--- config.mk ---
export PLATFORM = sky130hd
export DESIGN_NAME = lcfc_cluster
export DESIGN_NICKNAME = d
export VERILOG_FILES = /design/src/hw/lcfc_pkg.sv /design/src/hw/lcfc_cluster.sv
export SDC_FILE = /design/constraint.sdc
export NUM_CORES = 1
export LEC_CHECK = 0
export BUFFER_PORTS_ARGS = -buffer_cell sky130_fd_sc_hd__buf_2
export CORE_ASPECT_RATIO = 1.4
export CORE_UTILIZATION = 35
export DETAILED_ROUTE_END_ITERATION = 16
export GPL_ROUTABILITY_DRIVEN = 1
export SYNTH_ARGS = -nofsm -noshare
export SYNTH_HDL_FRONTEND = slang
export SYNTH_SLANG_ARGS = --single-unit
export TNS_END_PERCENT = 1
--- constraint.sdc ---
create_clock -name pclk -period 3.6 [get_ports pclk]
set_input_delay 0.72 -clock pclk [delete_from_list [all_inputs] [get_ports pclk]]
set_output_delay 0.72 -clock pclk [all_outputs]
set_load 0.01 [all_outputs]
--- src/hw/lcfc_pkg.sv ---
// Package with constants and types for the LUT, carry and flop cell cluster.
package lcfc_pkg;

	// ==========================================================
	// Cluster shape
	localparam int LCFC_CELLS = 12;
	localparam int LCFC_GROUP = 3;
	localparam int LCFC_GROUPS = LCFC_CELLS / LCFC_GROUP;
	localparam int LCFC_LUT_INPUTS = 4;
	localparam int LCFC_LUT_SIZE = 16;

	// ==========================================================
	// Register map, byte addresses on APB
	localparam logic [7:0] LCFC_CFG_BASE = 8'h00;
	localparam logic [7:0] LCFC_CFG_LAST = 8'h2c;
	localparam logic [7:0] LCFC_STORED_ADDR = 8'h30;
	localparam logic [7:0] LCFC_OUTS_ADDR = 8'h34;

	// ==========================================================
	// Field positions of a cell configuration word and of the outputs word
	localparam int LCFC_MASK_LSB = 0;
	localparam int LCFC_LATCH_BIT = 16;
	localparam int LCFC_ASYNC_VAL_BIT = 17;
	localparam int LCFC_SYNC_VAL_BIT = 18;
	localparam int LCFC_DSEL_BIT = 19;
	localparam int LCFC_CFG_BITS = 20;
	localparam int LCFC_CARRY_BIT = 12;
	localparam int LCFC_SUM_LSB = 16;

	// Values after reset.
	localparam logic [15:0] LCFC_MASK_RST = 16'h0000;
	localparam logic LCFC_STORE_RST = 1'b0;

	// ==========================================================
	// Types
	typedef struct packed
	{
		logic data_sel;
		logic sync_load_value;
		logic async_load_value;
		logic latch_mode;
		logic [15:0] lut_mask;
	} lcfc_cfg_type;

	typedef struct packed
	{
		logic [3:0] lut_in;
		logic direct_input;
		logic clk_en;
		logic async_load;
		logic sync_load;
	} lcfc_cell_in_type;

	typedef struct packed
	{
		logic table_out;
		logic sum_out;
		logic stored_out;
	} lcfc_cell_out_type;

endpackage

--- src/hw/lcfc_cluster.sv ---
// Cluster of twelve logic cells with LUT, carry chain, storage and APB setup.
//
// Notes on behaviour
// - Each four-input table realises any Boolean function set by its mask.
// - Sum output is table result XOR the incoming carry.
// - Sum stays available beside the plain table output in logic use.
// - Each group of three cells shares a three-bit look-ahead carry slice toward the next group.
// - Carry chain is hardwired through all twelve cells of the cluster.
// - Storage element acts as edge register or level latch by configuration.
// - Async load forces configured one or zero regardless of cell clock.
// - Sync load forces configured one or zero at next active clock edge.
// - Clock enable gates whether an active edge updates storage.
// - Storage data comes from direct input or the table output.
// - Storage usable with the table or alone, table serving other logic.
`timescale 1ns/1ps
module lcfc_cluster
	import lcfc_pkg::*;
(
	// Clock and reset
	input wire logic pclk,
	input wire logic presetn,
	// APB slave
	input wire logic psel,
	input wire logic penable,
	input wire logic pwrite,
	input wire logic [7:0] paddr,
	input wire logic [31:0] pwdata,
	input wire logic [3:0] pstrb,
	output logic [31:0] prdata,
	output logic pready,
	output logic pslverr,
	// Fabric side
	input wire logic cell_clk,
	input wire logic carry_in,
	input wire lcfc_cell_in_type [LCFC_CELLS-1:0] cell_in,
	output lcfc_cell_out_type [LCFC_CELLS-1:0] cell_out,
	output logic carry_out
);

	// ==========================================================
	// Helpers

	// Carries out of three chained cells from propagate and generate.
	function automatic logic [2:0] lookahead3(input logic [2:0] p,
		input logic [2:0] g, input logic cin);
		logic [2:0] c;
		c[0] = g[0] | (p[0] & cin);
		c[1] = g[1] | (p[1] & g[0]) | (p[1] & p[0] & cin);
		c[2] = g[2] | (p[2] & g[1]) | (p[2] & p[1] & g[0])
			| (p[2] & p[1] & p[0] & cin);
		return c;
	endfunction

	// Register index of a configuration address, or -1 when unmapped.
	function automatic int cfg_index(input logic [7:0] addr);
		int idx;
		idx = -1;
		if (addr[1:0] == 2'b00 && addr >= LCFC_CFG_BASE
			&& addr <= LCFC_CFG_LAST)
		begin
			idx = int'(addr[7:2]);
		end
		return idx;
	endfunction

	// ==========================================================
	// Configuration and storage state
	lcfc_cfg_type [LCFC_CELLS-1:0] cfg_q;
	logic [LCFC_CELLS-1:0] store_q;
	logic cell_clk_prev_q;
	logic cell_rise;

	// Combinational cell values.
	logic [LCFC_CELLS-1:0] lut_y;
	logic [LCFC_CELLS-1:0] cin_cell;
	logic [LCFC_CELLS-1:0] cout_cell;
	logic [LCFC_CELLS-1:0] sum_y;
	logic [LCFC_CELLS-1:0] data_pick;

	// APB decode terms.
	logic apb_setup;
	logic apb_write;
	int wr_idx;
	int rd_idx;

	assign apb_setup = psel & ~penable;
	assign apb_write = psel & penable & pready & pwrite;
	assign wr_idx = cfg_index(paddr);
	assign rd_idx = cfg_index(paddr);

	// ==========================================================
	// Lookup tables and carry chain
	always_comb
	begin
		logic [2:0] p3;
		logic [2:0] g3;
		logic [2:0] c3;
		logic [2:0] cin3;
		logic cgrp;
		p3 = 3'b000;
		g3 = 3'b000;
		c3 = 3'b000;
		cin3 = 3'b000;
		cgrp = carry_in;
		for (int i = 0; i < LCFC_CELLS; i++)
		begin
			lut_y[i] = cfg_q[i].lut_mask[cell_in[i].lut_in];
		end
		for (int k = 0; k < LCFC_GROUPS; k++)
		begin
			for (int j = 0; j < LCFC_GROUP; j++)
			begin
				p3[j] = lut_y[k*LCFC_GROUP+j];
				g3[j] = cell_in[k*LCFC_GROUP+j].lut_in[0];
			end
			c3 = lookahead3(p3, g3, cgrp);
			// Carry into each cell: the group input, then the lower carries.
			cin3 = {c3[1:0], cgrp};
			for (int j = 0; j < LCFC_GROUP; j++)
			begin
				cin_cell[k*LCFC_GROUP+j] = cin3[j];
				cout_cell[k*LCFC_GROUP+j] = c3[j];
			end
			cgrp = c3[LCFC_GROUP-1];
		end
		for (int i = 0; i < LCFC_CELLS; i++)
		begin
			sum_y[i] = lut_y[i] ^ cin_cell[i];
			data_pick[i] = cfg_q[i].data_sel ? cell_in[i].direct_input
				: lut_y[i];
		end
	end

	// ==========================================================
	// Storage elements
	always_ff @(posedge pclk or negedge presetn)
	begin
		if (!presetn)
		begin
			cell_clk_prev_q <= 1'b0;
		end
		else
		begin
			cell_clk_prev_q <= cell_clk;
		end
	end

	// Register mode acts on the first edge that sees cell_clk high.
	assign cell_rise = cell_clk & ~cell_clk_prev_q;

	always_ff @(posedge pclk or negedge presetn)
	begin
		if (!presetn)
		begin
			store_q <= {LCFC_CELLS{LCFC_STORE_RST}};
		end
		else
		begin
			for (int i = 0; i < LCFC_CELLS; i++)
			begin
				if (cell_in[i].async_load)
				begin
					store_q[i] <= cfg_q[i].async_load_value;
				end
				else if (cfg_q[i].latch_mode ? cell_clk
					: cell_rise)
				begin
					if (cell_in[i].clk_en)
					begin
						store_q[i] <= cell_in[i].sync_load
							? cfg_q[i].sync_load_value : data_pick[i];
					end
				end
			end
		end
	end

	// ==========================================================
	// Registered fabric outputs
	always_ff @(posedge pclk or negedge presetn)
	begin
		if (!presetn)
		begin
			cell_out <= '0;
		end
		else
		begin
			for (int i = 0; i < LCFC_CELLS; i++)
			begin
				cell_out[i].table_out <= lut_y[i];
				cell_out[i].sum_out <= sum_y[i];
				cell_out[i].stored_out <= store_q[i];
			end
		end
	end

	always_ff @(posedge pclk or negedge presetn)
	begin
		if (!presetn)
		begin
			carry_out <= 1'b0;
		end
		else
		begin
			carry_out <= cout_cell[LCFC_CELLS-1];
		end
	end

	// ==========================================================
	// Configuration writes
	always_ff @(posedge pclk or negedge presetn)
	begin
		if (!presetn)
		begin
			for (int i = 0; i < LCFC_CELLS; i++)
			begin
				cfg_q[i] <= '0;
				cfg_q[i].lut_mask <= LCFC_MASK_RST;
			end
		end
		else if (apb_write && wr_idx >= 0)
		begin
			if (pstrb[0])
			begin
				cfg_q[wr_idx].lut_mask[7:0] <= pwdata[7:0];
			end
			if (pstrb[1])
			begin
				cfg_q[wr_idx].lut_mask[15:8] <= pwdata[15:8];
			end
			if (pstrb[2])
			begin
				cfg_q[wr_idx].latch_mode <= pwdata[LCFC_LATCH_BIT];
				cfg_q[wr_idx].async_load_value <= pwdata[LCFC_ASYNC_VAL_BIT];
				cfg_q[wr_idx].sync_load_value <= pwdata[LCFC_SYNC_VAL_BIT];
				cfg_q[wr_idx].data_sel <= pwdata[LCFC_DSEL_BIT];
			end
		end
	end

	// ==========================================================
	// APB answer, prepared in the setup cycle
	always_ff @(posedge pclk or negedge presetn)
	begin
		if (!presetn)
		begin
			pready <= 1'b0;
			pslverr <= 1'b0;
		end
		else if (apb_setup)
		begin
			pready <= 1'b1;
			pslverr <= (rd_idx < 0) && (paddr != LCFC_STORED_ADDR)
				&& (paddr != LCFC_OUTS_ADDR);
		end
		else
		begin
			pready <= 1'b0;
			pslverr <= 1'b0;
		end
	end

	// Read data is taken in the setup cycle and held until the next one.
	always_ff @(posedge pclk or negedge presetn)
	begin
		if (!presetn)
		begin
			prdata <= '0;
		end
		else if (apb_setup)
		begin
			prdata <= '0;
			if (rd_idx >= 0)
			begin
				prdata[LCFC_CFG_BITS-1:0] <= cfg_q[rd_idx];
			end
			else if (paddr == LCFC_STORED_ADDR)
			begin
				prdata[LCFC_CELLS-1:0] <= store_q;
			end
			else if (paddr == LCFC_OUTS_ADDR)
			begin
				prdata[LCFC_CELLS-1:0] <= lut_y;
				prdata[LCFC_CARRY_BIT] <= cout_cell[LCFC_CELLS-1];
				prdata[LCFC_SUM_LSB+LCFC_CELLS-1:LCFC_SUM_LSB] <= sum_y;
			end
		end
	end

endmodule

Yosys cells after proc, flatten, opt, wreduce, memory -nomap -nowiden

Index checks and enable logic that the tools add are counted.
Widths: inputs -> output; s select.

Register bits: 320
Input bits: 147
Output and inout bits: 71
Word-level logic and storage cells: 391

$lt $le $gt $ge: 18
Equal/unequal tests: 4
Muxes and demuxes: 134
Bitwise logic cells: 79
Reductions and logical operators: 43

Operators by type and width:

| cell                | count |
|---|---|
| $bwmux 240          | 6 |
| $mux 240            | 5 |
| $demux 20 s4        | 6 |
| $mux 1              | 87 |
| $bmux 20 s4         | 1 |
| $ge 32x1->1 const B | 2 |
| $lt 4x5->1 const B  | 12 |
| $mux 20             | 3 |
| $bmux 1 s4          | 12 |
| $reduce_bool 2->1   | 24 |
| $and 1x1->1         | 41 |
| $mux 12             | 3 |
| $lt 32x1->1 const B | 1 |
| $lt 32x6->1 const B | 1 |
| $mux 32             | 1 |
| $mux 13             | 2 |
| $or 1x1->1          | 24 |
| $reduce_and 2->1    | 12 |
| $mux 19             | 1 |
| $mux 18             | 1 |
| $mux 17             | 1 |
| $eq 8x6->1 const B  | 2 |
| $mux 16             | 1 |
| $mux 8              | 2 |
| 9 further kinds     | 27 |

Longest topological paths before layout

Depth after elaboration: 19
Depth in mapped cells: 12
Depth with buffers taken out: 11

Worst setup path after synthesis

Ideal clock, no wire load.

Path type: input-to-reg
Start: input port cell_in[28] (netlist bit)
End: register prdata[23]
Setup time: 121 ps
Data arrival time: 3052 ps
Required time: 3479 ps
Slack: 427 ps
Stages on the path: 10
Path buffers: 1
Cell sequence: clkbuf_1 -> mux4_2 -> mux4_2 -> a21oi_1 -> o21bai_1 -> a21o_1 -> ha_1 -> nor2_1 -> xnor2_1 -> a22o_1

Cells in the longest elaborated chain, start to end: 11
Elaborated cells between the ends (all ways): 13
Classes of those cells: mux: 5; bitwise: 8

RTL lines:

| element                        | line                | RTL |
|---|---|---|
| start: declaration             | lcfc_cluster.sv:35  | `input wire lcfc_cell_in_type [LCFC_CELLS-1:0] cell_in,` |
| $bmux 1 s4                     | lcfc_cluster.sv:107 | `lut_y[i] = cfg_q[i].lut_mask[cell_in[i].lut_in];` |
| $mux 1 (not written as such)   | lcfc_cluster.sv:107 |  |
| named net lut_y[3]             | lcfc_cluster.sv:74  | `logic [LCFC_CELLS-1:0] lut_y;` |
| $and 1x1->1 (2 in series)      | lcfc_cluster.sv:50  | `\| (p[2] & p[1] & p[0] & cin);` |
| $or 1x1->1                     | lcfc_cluster.sv:50  |  |
| $and 1x1->1                    | lcfc_cluster.sv:47  | `c[0] = g[0] \| (p[0] & cin);` |
| $or 1x1->1                     | lcfc_cluster.sv:47  |  |
| $xor 1x1->1                    | lcfc_cluster.sv:128 | `sum_y[i] = lut_y[i] ^ cin_cell[i];` |
| named net sum_y[7]             | lcfc_cluster.sv:77  | `logic [LCFC_CELLS-1:0] sum_y;` |
| $mux 12                        | lcfc_cluster.sv:281 | `else if (paddr == LCFC_OUTS_ADDR)` |
| $mux 12                        | lcfc_cluster.sv:277 | `else if (paddr == LCFC_STORED_ADDR)` |
| $mux 8                         | lcfc_cluster.sv:273 | `if (rd_idx >= 0)` |
| end signal: indexed assignment | lcfc_cluster.sv:275 | `prdata[LCFC_CFG_BITS-1:0] <= cfg_q[rd_idx];` |
| end signal: indexed assignment | lcfc_cluster.sv:279 | `prdata[LCFC_CELLS-1:0] <= store_q;` |
| end signal: indexed assignment | lcfc_cluster.sv:283 | `prdata[LCFC_CELLS-1:0] <= lut_y;` |
| end: declaration               | lcfc_cluster.sv:29  | `output logic [31:0] prdata,` |

The timed path passes the listed nets, and every way through them passes these cells. The select of a mux whose other input is x is not followed.
A chain may end at the register's enable or synchronous reset.

Worst setup path in the final report

Start: register cfg_q[86] (netlist bit)
End: register prdata[26]

Cells in the longest elaborated chain, start to end: 14
Elaborated cells between the ends (all ways): 16
Classes of those cells: mux: 5; bitwise: 11

RTL lines:

| element                                          | line                                   | RTL |
|---|---|---|
| start: declaration                               | lcfc_cluster.sv:68                     | `lcfc_cfg_type [LCFC_CELLS-1:0] cfg_q;` |
| $bmux 1 s4 (*)                                   | lcfc_cluster.sv:107                    |  |
| $mux 1 (not written as such) (*)                 | lcfc_cluster.sv:107                    |  |
| $and 1x1->1 (*)                                  | lcfc_cluster.sv:49, lcfc_cluster.sv:50 |  |
| $and 1x1->1, on equally long branches            | lcfc_cluster.sv:49, lcfc_cluster.sv:50 |  |
| $or 1x1->1 / $and 1x1->1 (equally long branches) | lcfc_cluster.sv:49, lcfc_cluster.sv:50 |  |
| $or 1x1->1 (*)                                   | lcfc_cluster.sv:50                     |  |
| $and 1x1->1 (*)                                  | lcfc_cluster.sv:50                     |  |
| $or 1x1->1 (*)                                   | lcfc_cluster.sv:50                     |  |
| $and 1x1->1 (*)                                  | lcfc_cluster.sv:47                     |  |
| $or 1x1->1 (*)                                   | lcfc_cluster.sv:47                     |  |
| $xor 1x1->1 (*)                                  | lcfc_cluster.sv:128                    |  |
| named net sum_y[10]                              | lcfc_cluster.sv:77                     |  |
| $mux 12 (*)                                      | lcfc_cluster.sv:281                    |  |
| $mux 12 (*)                                      | lcfc_cluster.sv:277                    |  |
| $mux 8 (*)                                       | lcfc_cluster.sv:273                    |  |

Mark *: on every way through the listed nets, which the timed path passes. The rest lies on a longest branch. The select of a mux whose other input is x is not followed.

==> summary.md <==
| Metric | Value |
|---|---|
| Pwr Total | `about 7.6 mW` |
| Total wire length | `55.40 mm` |
| CTS tree | `built` |
| Largest net degree at the start of global routing | `90` |
| Post-CTS Hold Fix Bufs | `0` |
| Min-delay worst type | `in2async` |
| Yosys cell types | `63` |
| IO Port Bufs | `200` |
| CP cell instances | `mux4_1 > mux2_2 > a2111oi_1 > nor4_1 > a31oi_1 > nand2_1 > ha_1 > nor2_1 > xnor2_1 > a22o_1` |
| End of the worst register-to-register path | `prdata[26]` |
| Area grow syn2layout | `18.40%` |
| Vias in the first global route | `roughly 13000` |
| Clock transition at path regs | `approximately 0.07 ns` |
| Mapped cell area | `around 0.016 sq mm` |
| Share of cells above drive strength 1 | `a little over two fifths` |
| Row count | `93` |
| LEAKAGE | `9.185 nW` |
| Antenna Nets Post-Route | `0` |
| RSZ-0062 raised after global routing | `no` |
| Crit path DAT | `roughly 3.6 ns` |
| Vias | `12110` |
| Clock latency on the worst-skew pair | `about 0.60 ns` |
| Max Fclk | `around 0.32 GHz` |
| Nets | `1647` |
| Crit Path Max Fanout | `3` |
| Minimum clock period | `~3.1 ns` |
| CP max stage cell | `a2111oi_1` |
| CP delay by family, top | `compound AO/OA/AOI/OAI gates` |
| Worst setup SP type | `flop` |
| DR vias/cell | `about 5.7` |
| Final WS setup | `0.4560 ns` |
| Worst path bufs/invs | `0` |
| Drt pass-1 iters | `5` |
| Pins Over Slew Limit | `0` |
| First-pass GRT wire length | `between 80 and 90 mm` |
| Die width | `approximately 180 um` |
| Pwr dens | `approximately 400 mW/mm^2` |
| Commonest non-fill, non-tap cell in the layout | `dfrtp_1` |
| Hold WS | `roughly 0.042 ns` |
| Resize count post-CTS | `0` |
| Crit path depth | `10` |
| Final Hold Fails | `0` |
| Worst setup EP type | `flop` |
| Max Cap Viol | `0` |
| Status | `finished clean` |
| Clock tree buffer depth | `3` |
| IO Count | `between 200 and 250` |
| Setup Fix Bufs, Post-CTS | `0` |
| Initial detailed-routing violation count | `860` |
| Setup Skew | `about 0.023 ns` |
| Setup violators final | `0` |
| Hpwl dp | `between 40 and 50 mm` |
| Number of synthesized flops with an enable pin | `0` |
| RR Startpoint | `cfg_q[86]` |
| CP required | `between 4 and 5 ns` |
| Asr flop ratio synth | `between 90% and 100%` |
| Gpl congestion | `0.9386` |
| Final period util | `87.33%` |
| Ys flop type | `dfrtp_1` |
| Crit Path Class | `reg2reg` |
| Total gr overflow | `0` |
| CTS buffer count | `31` |
| Most frequent cells in the layout | `dfrtp_1, mux2_2, buf_2` |
| Drt wl/cell | `about 26 um` |
| Syn Inst Count | `~1300` |
| Reg2reg setup slack | `between 0.4 and 0.5 ns` |
| DIE HEIGHT | `roughly 260 um` |
| Initial antenna violation count | `4` |
| CTS H-tree lvls | `1` |
| Sequential fraction of the synthesis area | `between 40% and 50%` |
| Clock root cell | `clkbuf_16` |
| GRT Overall Usage | `approximately a quarter` |
| CP max stage delay | `around 0.6 ns` |
| Clock sinks | `320` |
| Max VDD drop | `around 0.31 mV` |
| Yosys warning count | `0` |
| Initial Utilization | `35.41%` |
| FF+latch count, synth | `between 300 and 400` |
| Drc violations | `0` |
| DIE AREA | `about 0.047 sq mm` |
| Setup WS pre-CTS | `around 0.013 ns` |
| Synthesized area per cell | `approximately 13 sq um` |
| Core Area | `0.04596 sq mm` |
| Rel. slew slack | `about half` |
| FF-to-FF path depth | `10` |
| Worst Max-Slew Pin Slew | `around 0.72 ns` |
[state kept, by name, indices dropped and copies added, names as in the netlist]
name,cells
carry_out,1
cell_out,36
cell_clk_prev_q,1
pslverr,1
pready,1
cfg_q,240
store_q,12
prdata,28
[cell families after synthesis]
kind of cell / synth area share (%)
muxes: 31.18
other: 0.02304
AOI/OAI and AO/OA: 9.848
xor gates and xnor gates: 0.3229
DFF: 49.20
adders and majority gates: 0.3075
and+or+nand+nor: 6.565
buffers and inverters: 2.552
[power breakdown]
group / leakage [nW] / internal, mW / switching, mW
logic: 4.26 / 0.191 / 0.403
clock network: 0.510 / 1.93 / 1.48
registers: 4.41 / 3.62 / 0.0166
[metal layers]
metal | up-vias | GRT usage, % | share of wire [%]
met5 | - | 0 | 0.067
met4 | 6 | 12.57 | 5.3
met3 | 136 | 2.972 | 5.1
met2 | 481 | 41.88 | 51
met1 | 6227 | 27.04 | 38
li1 | 5260 | - | -
[synthesized netlist by cell type (13+ instances only)]
master,n,area share [%]
mux2i_1,53,3.3
clkbuf_1,57,1.3
mux4_2,52,7.2
mux2_2,280,19
o211ai_1,19,0.88
o22ai_1,16,0.62
a22oi_1,19,0.88
a31oi_1,13,0.50
a21oi_1,32,0.98
buf_2,13,0.40
nand2_1,101,2.3
nor2_1,64,1.5
nand2b_1,24,0.92
dfrtp_1,320,49
o21ai_0,43,1.3
a221oi_1,30,1.6
[stage by stage]
stage / setup TNS, ns / instance area, sq um / util [%] / std cells
after global placement: -0.002954 / 18210 / 39.61 / 2080
after CTS: 0 / 19270 / 41.92 / 2138
after detailed placement: 0 / 18210 / 39.61 / 2080
after floorplan: 0 / 16290 / - / 1294
after global routing: 0 / 19270 / 41.93 / 2139
final: 0 / 19270 / 41.93 / 2139
[layout make-up]
cell class,count,area (sq um)
Fill cell,4381,26690
Sequential cell,320,8008
Multi-Input combinational cell,877,7869
Timing Repair Buffer,256,1521
Clock buffer,41,873.3
Tap cell,617,772.0
Clock inverter,17,187.7
Inverter,10,37.54
Antenna cell,1,2.502
[worst max path at each step]
stage	endpoint	slack, ns	from
final	prdata[26]	0.46	cfg_q[86]
after global routing	prdata[26]	0.25	cfg_q[92]
after CTS	prdata[26]	0.50	cfg_q[86]
after detailed placement	prdata[26]	0.01	cell_in[37]
after global placement	prdata[26]	-0.003	cell_in[37]
after floorplan	prdata[23]	0.43	cell_in[28]
(Power assumes the default switching activity.)
